File: src/inc/mcore_defs.svh
// offsets, field positions, reset values and opcode patterns
// assumes: included by bare name, definitions only
`ifndef MCORE_DEFS_SVH
`define MCORE_DEFS_SVH
// opcode masks and values
`define CRB_MASK 16'hffe8
`define CRB_VAL 16'h35a0
`define CRT_MASK 16'hfff8
`define CRT_VAL 16'h3528
`define DCC_MASK 16'hfffc
`define DCC_VAL 16'h358c
`define DM_MASK 16'hfffc
`define DM_VAL 16'h3584
`define DRM_MASK 16'hfffc
`define DRM_VAL 16'h3580
`define EOA_MASK 16'hfff8
`define EOA_VAL 16'h3570
// operand positions
`define CRB_LVL_BIT 4
`define EOA_MASK_BIT 2
// shortcut codes of the two converter low sides
`define LS7_CODE 4'hd
`define LS8_CODE 4'he
// reset values
`define SHARE_RST 3'h0
`define CONV_RST 2'h0
`define DAC_RST 2'h1
`define RAM_RST 2'h0
`define EOA_MASK_RST 1'h0
`define EOA_BOOT_RST 2'h2
`define CTRL_RST 8'h00
`define TGT_RST 2'h0
// bus map, byte addresses
`define MODE_ADDR 8'h00
`define CTRL_ADDR 8'h04
`define COUNT_ADDR 8'h08
// fields of the mode word
`define F_SHARE 0
`define F_CONV 4
`define F_TGT 6
`define F_DAC 8
`define F_RAM 10
`define F_MASK 12
`define F_BOOT 13
`endif

File: src/inc/mcore_pkg.sv
// types shared by the mode decoder and its helpers
// assumes: compiled before every other file
`default_nettype none
package mcore_pkg;
  typedef enum logic [1:0] {
    RAM_WORD = 2'h0, RAM_LOW = 2'h1, RAM_HIGH = 2'h2, RAM_SWAP = 2'h3
  } ram_mode_t;
  typedef enum logic [1:0] {
    DAC_NULL = 2'h0, DAC_VALUE = 2'h1, DAC_OFFSET = 2'h2, DAC_FULL = 2'h3
  } dac_mode_t;
  typedef enum logic [1:0] {
    CONV_SYNC = 2'h0, CONV_AUTO = 2'h1, CONV_VDS = 2'h2, CONV_RSVD = 2'h3
  } conv_mode_t;
  typedef enum logic [1:0] {
    BOOT_KEEP = 2'h0, BOOT_ON = 2'h1, BOOT_NEUTRAL = 2'h2, BOOT_OFF = 2'h3
  } boot_code_t;
endpackage
`default_nettype wire

File: src/inc/mode_if.sv
// carries the read-path mode latches to the helper modules
// assumes: driven by the decoder on one clock
`timescale 1ns/1ns
`default_nettype none
interface mode_if;
  mcore_pkg::ram_mode_t ramMode;
  mcore_pkg::dac_mode_t dacMode;
  modport ctrl (output ramMode, output dacMode);
  modport user (input ramMode, input dacMode);
endinterface
`default_nettype wire

File: src/core/microcore_mode_set_decoder.sv
// mode-set instruction decoder of one microcore, with wishbone view
// assumes: instruction word and datapath inputs come from mclk logic
// Notes on behaviour
// - selector 000..111 picks control bits 8..15
// - control-bit opcode layout: level bit4, select 2:0
// - eight codes choose visible shared register
// - shared selector resets to own register
// - shared-select opcode pattern, code in bits 2:0
// - converter modes: direct, auto current, vds
// - mode acts on shortcut-2 low side 7/8
// - converter mode resets direct; opcode pattern
// - value mode returns low byte values
// - offset mode high slice; full both
// - null mode: nothing, combined gives boost
// - dac mode resets to value; opcode pattern
// - word mode loads all sixteen bits
// - byte modes load byte, upper cleared
// - swap mode exchanges bytes
// - read mode governs later loads; resets word
// - read-mode opcode pattern, mode bits 1:0
// - end-of-actuation bootstrap codes on allowed sides
// - mask forces source monitoring to zero on allowed sides
// - end-of-actuation pattern; unmasked, neutral defaults
// - level 0 low, 1 high
//
// The Wishbone slave port and the register addresses are this design's own decisions.
`include "mcore_defs.svh"
`timescale 1ns/1ns
`default_nettype none
module microcore_mode_set_decoder #(
  parameter int HS_COUNT = 7
) (
  input  wire logic                mclk,
  input  wire logic                srst,
  input  wire logic                wb_cyc_i,
  input  wire logic                wb_stb_i,
  input  wire logic                wb_we_i,
  input  wire logic [7:0]          wb_adr_i,
  input  wire logic [3:0]          wb_sel_i,
  input  wire logic [31:0]         wb_dat_i,
  output logic      [31:0]         wb_dat_o,
  output logic                     wb_ack_o,
  input  wire logic                instrValid,
  input  wire logic [15:0]         instrWord,
  output logic                     modeHit,
  output logic      [7:0]          ctrlHigh,
  output logic      [2:0]          sharedSel,
  input  wire logic [3:0]          shortcut2Sel,
  output logic      [1:0]          converterMode,
  output logic                     convOnLs7,
  output logic                     convOnLs8,
  output logic      [1:0]          dacSliceMode,
  output logic      [1:0]          ramReadMode,
  input  wire logic                dacIsCombined,
  input  wire logic [7:0]          dacValue,
  input  wire logic [5:0]          dacOffset,
  input  wire logic [7:0]          thrHigh,
  input  wire logic [3:0]          thrNeg,
  input  wire logic [7:0]          boostValue,
  output logic      [15:0]         dacReadData,
  input  wire logic                ramLoadReq,
  input  wire logic [15:0]         ramWord,
  output logic      [15:0]         ramLoadData,
  output logic                     ramLoadValid,
  input  wire logic [HS_COUNT-1:0] hsAllowed,
  input  wire logic [HS_COUNT-1:0] srcThreshRaw,
  output logic      [HS_COUNT-1:0] srcThreshSeen,
  output logic      [HS_COUNT-1:0] bootEnable,
  output logic      [HS_COUNT-1:0] bootForceOff,
  output logic                     eoaMask
);

  // ********************************
  // opcode recognition
  // ********************************
  logic isCrb;
  logic isCrt;
  logic isDcc;
  logic isDm;
  logic isDrm;
  logic isEoa;

  assign isCrb = instrValid && ((instrWord & `CRB_MASK) == `CRB_VAL);
  assign isCrt = instrValid && ((instrWord & `CRT_MASK) == `CRT_VAL);
  assign isDcc = instrValid && ((instrWord & `DCC_MASK) == `DCC_VAL);
  assign isDm  = instrValid && ((instrWord & `DM_MASK) == `DM_VAL);
  assign isDrm = instrValid && ((instrWord & `DRM_MASK) == `DRM_VAL);
  assign isEoa = instrValid && ((instrWord & `EOA_MASK) == `EOA_VAL);

  logic anyHit;
  assign anyHit = isCrb || isCrt || isDcc || isDm || isDrm || isEoa;

  // ********************************
  // wishbone slave
  // ********************************
  // one wait state: ack rises the cycle after the request appears
  logic        ack_reg;
  logic        wbReq;
  logic        wbWrite;
  logic [31:0] rdat_reg;
  logic [31:0] rdat_next;
  logic [31:0] modeWord;
  logic [15:0] count_reg;

  assign wbReq    = wb_cyc_i && wb_stb_i;
  // writes land on the edge where the master sees ack
  assign wbWrite  = wbReq && wb_we_i && ack_reg;
  assign wb_ack_o = ack_reg;
  assign wb_dat_o = rdat_reg;

  always_ff @(posedge mclk) begin
    if (srst) begin
      ack_reg <= 1'b0;
    end else begin
      ack_reg <= wbReq && !ack_reg;
    end
  end

  always_comb begin
    rdat_next = 32'h0000_0000;
    if (wb_adr_i == `MODE_ADDR) begin
      rdat_next = modeWord;
    end else if (wb_adr_i == `CTRL_ADDR) begin
      rdat_next = {24'h00_0000, ctrlHigh};
    end else if (wb_adr_i == `COUNT_ADDR) begin
      rdat_next = {16'h0000, count_reg};
    end
  end

  always_ff @(posedge mclk) begin
    if (srst) begin
      rdat_reg <= 32'h0000_0000;
    end else if (wbReq && !ack_reg) begin
      rdat_reg <= rdat_next;
    end
  end

  logic ctrlWrite;
  assign ctrlWrite = wbWrite && (wb_adr_i == `CTRL_ADDR) && wb_sel_i[0];

  // ********************************
  // control register upper bits
  // ********************************
  // a set-control-bit in the same cycle as a bus write wins on its bit
  logic [2:0] control_bit_selector;
  logic       crbLevel;
  assign control_bit_selector = instrWord[2:0];
  assign crbLevel = instrWord[`CRB_LVL_BIT];

  genvar gb;
  generate
    for (gb = 0; gb < 8; gb++) begin : g_ctrl
      always_ff @(posedge mclk) begin
        if (srst) begin
          ctrlHigh[gb] <= 1'b0;
        end else if (isCrb && (control_bit_selector == 3'(gb))) begin
          ctrlHigh[gb] <= crbLevel;
        end else if (ctrlWrite) begin
          ctrlHigh[gb] <= wb_dat_i[gb];
        end
      end
    end
  endgenerate

  // ********************************
  // shared register select
  // ********************************
  always_ff @(posedge mclk) begin
    if (srst) begin
      sharedSel <= `SHARE_RST;
    end else if (isCrt) begin
      sharedSel <= instrWord[2:0];
    end
  end

  // ********************************
  // converter control mode
  // ********************************
  mcore_pkg::conv_mode_t convMode_reg;
  mcore_pkg::conv_mode_t convCode;
  logic [1:0]            convTarget_reg;
  assign convCode = mcore_pkg::conv_mode_t'(instrWord[1:0]);

  always_ff @(posedge mclk) begin
    if (srst) begin
      convMode_reg <= mcore_pkg::conv_mode_t'(`CONV_RST);
    end else if (isDcc && (convCode != mcore_pkg::CONV_RSVD)) begin
      convMode_reg <= convCode;
    end
  end

  // the low side is caught when the mode is set; a later shortcut
  // change leaves the converter where it was
  always_ff @(posedge mclk) begin
    if (srst) begin
      convTarget_reg <= `TGT_RST;
    end else if (isDcc && (convCode != mcore_pkg::CONV_RSVD)) begin
      if (shortcut2Sel == `LS7_CODE) begin
        convTarget_reg <= 2'h1;
      end else if (shortcut2Sel == `LS8_CODE) begin
        convTarget_reg <= 2'h2;
      end
    end
  end

  assign converterMode = convMode_reg;
  assign convOnLs7     = convTarget_reg[0];
  assign convOnLs8     = convTarget_reg[1];

  // ********************************
  // read-path mode latches
  // ********************************
  mode_if modes ();

  always_ff @(posedge mclk) begin
    if (srst) begin
      modes.dacMode <= mcore_pkg::dac_mode_t'(`DAC_RST);
    end else if (isDm) begin
      modes.dacMode <= mcore_pkg::dac_mode_t'(instrWord[1:0]);
    end
  end

  always_ff @(posedge mclk) begin
    if (srst) begin
      modes.ramMode <= mcore_pkg::ram_mode_t'(`RAM_RST);
    end else if (isDrm) begin
      modes.ramMode <= mcore_pkg::ram_mode_t'(instrWord[1:0]);
    end
  end

  assign dacSliceMode = modes.dacMode;
  assign ramReadMode  = modes.ramMode;

  dac_read_router u_dac (
    .mclk       (mclk),
    .srst       (srst),
    .modes      (modes),
    .isCombined (dacIsCombined),
    .dacValue   (dacValue),
    .dacOffset  (dacOffset),
    .thrHigh    (thrHigh),
    .thrNeg     (thrNeg),
    .boostValue (boostValue),
    .readData   (dacReadData)
  );

  ram_read_shaper u_ram (
    .mclk      (mclk),
    .srst      (srst),
    .modes     (modes),
    .loadReq   (ramLoadReq),
    .ramWord   (ramWord),
    .loadData  (ramLoadData),
    .loadValid (ramLoadValid)
  );

  // ********************************
  // end of actuation
  // ********************************
  mcore_pkg::boot_code_t boot_reg;
  mcore_pkg::boot_code_t bootCode;
  logic                  mask_reg;
  assign bootCode = mcore_pkg::boot_code_t'(instrWord[1:0]);

  always_ff @(posedge mclk) begin
    if (srst) begin
      mask_reg <= `EOA_MASK_RST;
    end else if (isEoa) begin
      mask_reg <= instrWord[`EOA_MASK_BIT];
    end
  end

  // keep means the last code stays in force
  always_ff @(posedge mclk) begin
    if (srst) begin
      boot_reg <= mcore_pkg::boot_code_t'(`EOA_BOOT_RST);
    end else if (isEoa && (bootCode != mcore_pkg::BOOT_KEEP)) begin
      boot_reg <= bootCode;
    end
  end

  assign eoaMask = mask_reg;

  // only high sides this core may drive are touched
  genvar gh;
  generate
    for (gh = 0; gh < HS_COUNT; gh++) begin : g_hs
      always_ff @(posedge mclk) begin
        if (srst) begin
          srcThreshSeen[gh] <= 1'b0;
          bootEnable[gh]    <= 1'b0;
          bootForceOff[gh]  <= 1'b0;
        end else begin
          srcThreshSeen[gh] <= srcThreshRaw[gh] && !(mask_reg && hsAllowed[gh]);
          bootEnable[gh]    <= hsAllowed[gh] && (boot_reg == mcore_pkg::BOOT_ON);
          bootForceOff[gh]  <= hsAllowed[gh] && (boot_reg == mcore_pkg::BOOT_OFF);
        end
      end
    end
  endgenerate

  // ********************************
  // status
  // ********************************
  always_ff @(posedge mclk) begin
    if (srst) begin
      modeHit <= 1'b0;
    end else begin
      modeHit <= anyHit;
    end
  end

  // wraps silently; only a coarse activity gauge
  always_ff @(posedge mclk) begin
    if (srst) begin
      count_reg <= 16'h0000;
    end else if (anyHit) begin
      count_reg <= count_reg + 16'h0001;
    end
  end

  always_comb begin
    modeWord = 32'h0000_0000;
    modeWord[`F_SHARE +: 3] = sharedSel;
    modeWord[`F_CONV +: 2]  = convMode_reg;
    modeWord[`F_TGT +: 2]   = convTarget_reg;
    modeWord[`F_DAC +: 2]   = modes.dacMode;
    modeWord[`F_RAM +: 2]   = modes.ramMode;
    modeWord[`F_MASK]       = mask_reg;
    modeWord[`F_BOOT +: 2]  = boot_reg;
  end

endmodule
`default_nettype wire

File: src/core/ram_read_shaper.sv
// shapes a data-ram word on its way to a destination register
// assumes: load strobe and word arrive on mclk
`timescale 1ns/1ns
`default_nettype none
module ram_read_shaper (
  input  wire logic        mclk,
  input  wire logic        srst,
  mode_if.user             modes,
  input  wire logic        loadReq,
  input  wire logic [15:0] ramWord,
  output logic      [15:0] loadData,
  output logic             loadValid
);
  always_ff @(posedge mclk) begin
    if (srst) begin
      loadValid <= 1'b0;
    end else begin
      loadValid <= loadReq;
    end
  end

  always_ff @(posedge mclk) begin
    if (srst) begin
      loadData <= 16'h0000;
    end else if (loadReq) begin
      case (modes.ramMode)
        mcore_pkg::RAM_LOW:  loadData <= {8'h00, ramWord[7:0]};
        mcore_pkg::RAM_HIGH: loadData <= {8'h00, ramWord[15:8]};
        mcore_pkg::RAM_SWAP: loadData <= {ramWord[7:0], ramWord[15:8]};
        default:             loadData <= ramWord;
      endcase
    end
  end
endmodule
`default_nettype wire

File: src/core/dac_read_router.sv
// picks the dac slice seen by a data-memory read
// assumes: selected threshold dac (5 or 6) is chosen upstream
`timescale 1ns/1ns
`default_nettype none
module dac_read_router (
  input  wire logic        mclk,
  input  wire logic        srst,
  mode_if.user             modes,
  input  wire logic        isCombined,
  input  wire logic [7:0]  dacValue,
  input  wire logic [5:0]  dacOffset,
  input  wire logic [7:0]  thrHigh,
  input  wire logic [3:0]  thrNeg,
  input  wire logic [7:0]  boostValue,
  output logic      [15:0] readData
);
  logic [15:0] plainNext;
  logic [15:0] combNext;

  always_comb begin
    case (modes.dacMode)
      mcore_pkg::DAC_VALUE: begin
        plainNext = {8'h00, dacValue};
        combNext  = {8'h00, thrHigh};
      end
      mcore_pkg::DAC_OFFSET: begin
        plainNext = {2'h0, dacOffset, 8'h00};
        combNext  = {4'h0, thrNeg, 8'h00};
      end
      mcore_pkg::DAC_FULL: begin
        plainNext = {2'h0, dacOffset, dacValue};
        combNext  = {4'h0, thrNeg, thrHigh};
      end
      default: begin
        plainNext = 16'h0000;
        combNext  = {8'h00, boostValue};
      end
    endcase
  end

  always_ff @(posedge mclk) begin
    if (srst) begin
      readData <= 16'h0000;
    end else begin
      readData <= isCombined ? combNext : plainNext;
    end
  end
endmodule
`default_nettype wire

File: config.mk
export PLATFORM = sky130hd
export DESIGN_NAME = microcore_mode_set_decoder
export DESIGN_NICKNAME = d
export VERILOG_FILES = /design/src/inc/mcore_pkg.sv /design/src/inc/mode_if.sv /design/src/core/microcore_mode_set_decoder.sv /design/src/core/ram_read_shaper.sv /design/src/core/dac_read_router.sv
export VERILOG_INCLUDE_DIRS = /design/src /design/src/inc
export SDC_FILE = /design/constraint.sdc
export NUM_CORES = 1
export LEC_CHECK = 0
export CAP_MARGIN = 20
export CORE_MARGIN = 5
export CORE_UTILIZATION = 50
export DETAILED_ROUTE_END_ITERATION = 10
export DONT_BUFFER_PORTS = 1
export SYNTH_ARGS = -nofsm -noshare
export SYNTH_HDL_FRONTEND = slang
export SYNTH_SLANG_ARGS = --single-unit
File: constraint.sdc
create_clock -name mclk -period 2.1 [get_ports mclk]
set_input_delay 0.105 -clock mclk [delete_from_list [all_inputs] [get_ports mclk]]
set_output_delay 0.105 -clock mclk [all_outputs]
set_load 0.05 [all_outputs]
==> impl.org <==
** Finish
- In the final layout, the share of cells above drive strength 1 is ~13%.
- Fill count :: 846
- Summing all non-filler instances in the final layout gives an area of between 6000 and 7000 sq um.
- Net count reported at finish :: about 760
- The repair_antennas step left the layout with diodes totalling 0.
- Relative to the synthesized area, the layout overhead comes to 22.7%.
- Area of all sequential standard cells :: 2160 sq um
- After the flow finishes, the layout carries non-filler instances totaling about 760.
- Summing all multi-input logic gate instances after layout gives approximately 2700 sq um.

** Worst hold path
- The min-delay analysis places its worst path in the category in -> reg.
- In this run the most critical hold path is launched from wb_adr_i[2].
- Depth of the worst hold-timing path :: 3
- For hold timing, the worst endpoint is wb_dat_o[4].

** Routing
- DRC Markers :: 0
- Wire length on met2 :: about 7000 um
- Number of antenna-violating nets in the routed design :: 0
- Max layer used :: met4
- Vias after detailed routing :: approximately 4400
- Initial DRT Pass Iterations :: 4
- Routed wire length per instance :: roughly 20 um
- The detailed router finished its first iteration with 346 violations.
- The routed design has between 10000 and 15000 um of wire.
- Detailed route wirelength on metal3 :: roughly 1300 um
- Detail-routed via count per cell :: 5.80
- Post-route met1 wirelength :: between 6000 and 7000 um

** Die
- Row generation in the floorplan step produced 36 rows.
- Die Area :: ~12000 sq um
- Starting density of the core :: ~52%
- Chip width :: around 110 um
- Measured along the y axis, the die boundary spans around 110 um.
- Core region area :: about 9800 sq um
- During I/O placement, the number of pins put on the boundary was 244.

** Synth
- Count of flip-flops with a built-in enable after synthesis :: 0
- In the post-synthesis netlist, the biggest area contributors are dfxtp_1 43%, mux2_2 6.7%, mux2i_1 6.3%.
- After synthesis the netlist holds a flip-flop and latch count of 108.
- The most used flip-flop cell after synthesis is dfxtp_1.
- Yosys warning count :: 0
- Post-synth top area share :: between 40 and 50%
- In this run the cell area of the synthesized design comes to between 5000 and 6000 sq um.
- Share of flip-flops with an asynchronous set or reset :: 0%
- After technology mapping, the gate count stands at roughly 550.
- Sequential-to-total area share from yosys stat :: a little over two fifths
- Yosys mapped the design onto 51 distinct sky130hd cell types.
- Syn avg cell area :: a little over 9 sq um
- Cell type with the largest total area after synthesis :: dfxtp_1

** Power
- In this run the power density over the cells is roughly 650 nW/um^2.
- Int Power :: roughly 2.9 mW
- Total Power Consumption :: around 4.0 mW
- Of the total power, the share spent switching nets is 28.9%.
- Static leakage :: between 2 and 2.5 nW
- Peak supply drop :: approximately 0.40 mV
- Switching Power :: roughly 1.2 mW
- Per report_power, the combinational group accounts for between 10 and 15% of the total.
- Sequential cell fraction of total power :: roughly 56%
- The share of total power dissipated in the clock network is about a third.

** Place
- Prior to clock tree synthesis, the placed netlist has a worst setup slack of approximately 0.20 ns.
- Routability Congestion :: slightly below 0.9
- Placed wire-length estimate :: about 10000 um
- Once placement finished, the instance area stood at approximately 5200 sq um.
- The count of buffers added on input and output ports is 0.
- Placed cells :: around 670

** Timing
- The worst path needs 1.95 ns of the cycle, external delays included.
- Based on the critical path, the design can be clocked at up to a little over 500 MHz.
- Setup violations remaining at the end of the flow were counted as 0.
- Between clock sinks in the finished design, the worst skew comes to roughly 0.009 ns.
- Final worst-path cycle share :: 92.7%
- The final count of pins violating max slew came to 0.
- At the pin with the least slew margin, the transition time is 1.02 ns.
- Setup repair after global routing left no endpoint under its margin.
- Accumulated negative setup slack :: 0 ns
- Max transition margin :: 32.2%
- Final hold viol count :: 0
- Worst setup margin :: ~0.15 ns

** Setup path
- Endpoint arrival time on the critical path :: ~2.2 ns
- WS Path Type :: reg -> reg
- Reg2Reg Setup Slack :: between 0.15 and 0.2 ns
- For the worst flop-to-flop path, the logic depth is 4.
- In this run the critical register-to-register path is launched from ramReadMode[1].
- Kind of end point of the critical path :: flip-flop
- In this run the worst path has a maximum fanout of 8.
- STA puts the critical path data required time at approximately 2.4 ns.
- STA classifies the critical path startpoint as a flip-flop.
- Critical R2R Capture :: u_ram.loadData[13]

** GRT
- Global-route usage over all layers :: a little under a quarter
- Largest net degree at the start of global routing :: 87
- Number of antenna violations at the first check in global routing :: 0
- The first global-routing pass estimated about 23000 um of wire.
- Via count of the first global-routing pass :: between 4000 and 5000
- Total overflow reported by the global router :: 0

** CTS
- The tree built by TritonCTS fans out to roughly 110 sinks.
- CTS placed an instance of clkbuf_8 at the clock tree root.
- Clock-pin slew was measured on the worst setup and hold paths at ~0.11 ns.
- Counting along the longest clock path gives a buffer depth of 2.
- The H-tree was split into 3 levels.
- Clock latency on the worst-skew pair :: between 0.3 and 0.4 ns
- CTS tree :: yes
- Postcts setup bufs :: 0
- Number of buffers added by the clock tree synthesis step :: 9

** Flow run
- The tool flagged a number of max-cap violations equal to 0.

** Run status
- Run status :: complete, no violations
-- routing by layer --
| metal | global-route usage [%] | vias to the layer above |
|---|---|---|
| li1 | - | 2116 |
| met1 | 29.1 | 2087 |
| met2 | 38.6 | 205 |
| met3 | 7.39 | 18 |
| met4 | 7.06 | 0 |
| met5 | 0 | - |
-- power by group through the flow --
stage	sequential (mW)	clock (mW)	combinational, mW
floorplan	2.29	0	0.277
global placement	2.30	0	0.225
detailed placement	2.30	0	0.230
CTS	2.25	1.38	0.398
global route	2.26	1.49	0.438
finish	2.25	1.35	0.406
-- cells in the mapped netlist (3+ instances only) --
| cell | n |
|---|---|
| a211oi_1 | 24 |
| a211oi_2 | 3 |
| a21oi_1 | 24 |
| a22oi_1 | 22 |
| and2_1 | 19 |
| and3_1 | 11 |
| and3b_1 | 6 |
| and4_1 | 3 |
| buf_4 | 18 |
| clkbuf_1 | 36 |
| dfxtp_1 | 108 |
| inv_1 | 9 |
| mux2_2 | 30 |
| mux2i_1 | 32 |
| nand2_1 | 29 |
| nand3_1 | 18 |
| nand3b_1 | 11 |
| nand4_1 | 12 |
| nor2_1 | 61 |
| nor2b_1 | 16 |
| nor3b_1 | 4 |
| nor4bb_1 | 4 |
| o211ai_1 | 3 |
| o21ai_0 | 4 |
| o2bb2ai_1 | 7 |
| o31ai_1 | 3 |
| o41ai_1 | 4 |
| or3_1 | 3 |
-- repair_timing --
action,CTS,global route
hold endpoints to repair,106,0
hold buffers,75,0
resized for setup,0,5
endpoints found under the setup margin,0,5
-- critical path, cell delays in order, from the launching register on --
cell	delay [ns]
dfxtp_1	0.48
and2_1	0.40
a22oi_1	0.15
dlygate4sd3_1	0.59
a211oi_1	0.25
-- how the worst max path moves through the flow --
| stage | depth (start not counted) | endpoint | startpoint |
|---|---|---|---|
| 2_1_floorplan | 4 | wb_dat_o[15] | wb_ack_o |
| 3_3_place_gp | 4 | count_reg[15] | count_reg[10] |
| 3_5_place_dp | 4 | count_reg[15] | count_reg[10] |
| 4_1_cts | 3 | u_dac.readData[12] | dacSliceMode[1] |
| 5_1_grt | 4 | u_ram.loadData[15] | ramReadMode[1] |
| 6_report | 4 | u_ram.loadData[13] | ramReadMode[1] |
-- cells in the final DEF (no fill, tap or decap), drive strengths merged, types with 3 or more instances in the layout --
cell         Yosys  routed
buf             20      28
conb             1      18
mux2i           32      32
and4             3       3
o31ai            3       3
inv              9      14
clkbuf          36       9
o41ai            4       4
o2bb2ai          7       7
and3            11      11
o21ai            4       4
nor2            61      61
a22oi           22      22
dfxtp          108     108
a211oi          27      27
dlygate4sd3      0      73
nand3b          11      11
mux2            30      30
nand2           29      29
or3              3       3
nand4           12      12
nor2b           16      16
a21oi           24      24
and3b            6       6
nor4bb           4       4
o211ai           3       3
nor4             3       3
nand3           18      18
nor3b            4       4
and2            19      19
-- cell type report --
cell class	instances	area share (%)
sequential	108	34.9
multi-input combinational	395	42.8
clock buffer	9	2.00
clock inverter	7	1.41
inverter	9	0.544
tap	133	2.68
timing repair buffer	102	15.7
-- cell families after synthesis --
family          Yosys count  synth area share [%]
fa+ha+maj                 1                 0.247
simple gates            208                  22.5
other cells               1                0.0741
flops                   108                  42.7
buf+inv                  65                  6.18
compound gates          106                  15.2
mux                      62                  13.0
-- per-stage QoR --
stage	utilization, %	hold WS (ns)
floorplan	-	0.222
global placement	53.1	0.184
detailed placement	53.1	0.186
CTS	63.1	0.000168
global route	63.2	0.00500
finish	63.2	0.0164
Note: power is estimated with default switching activity, not from simulation.
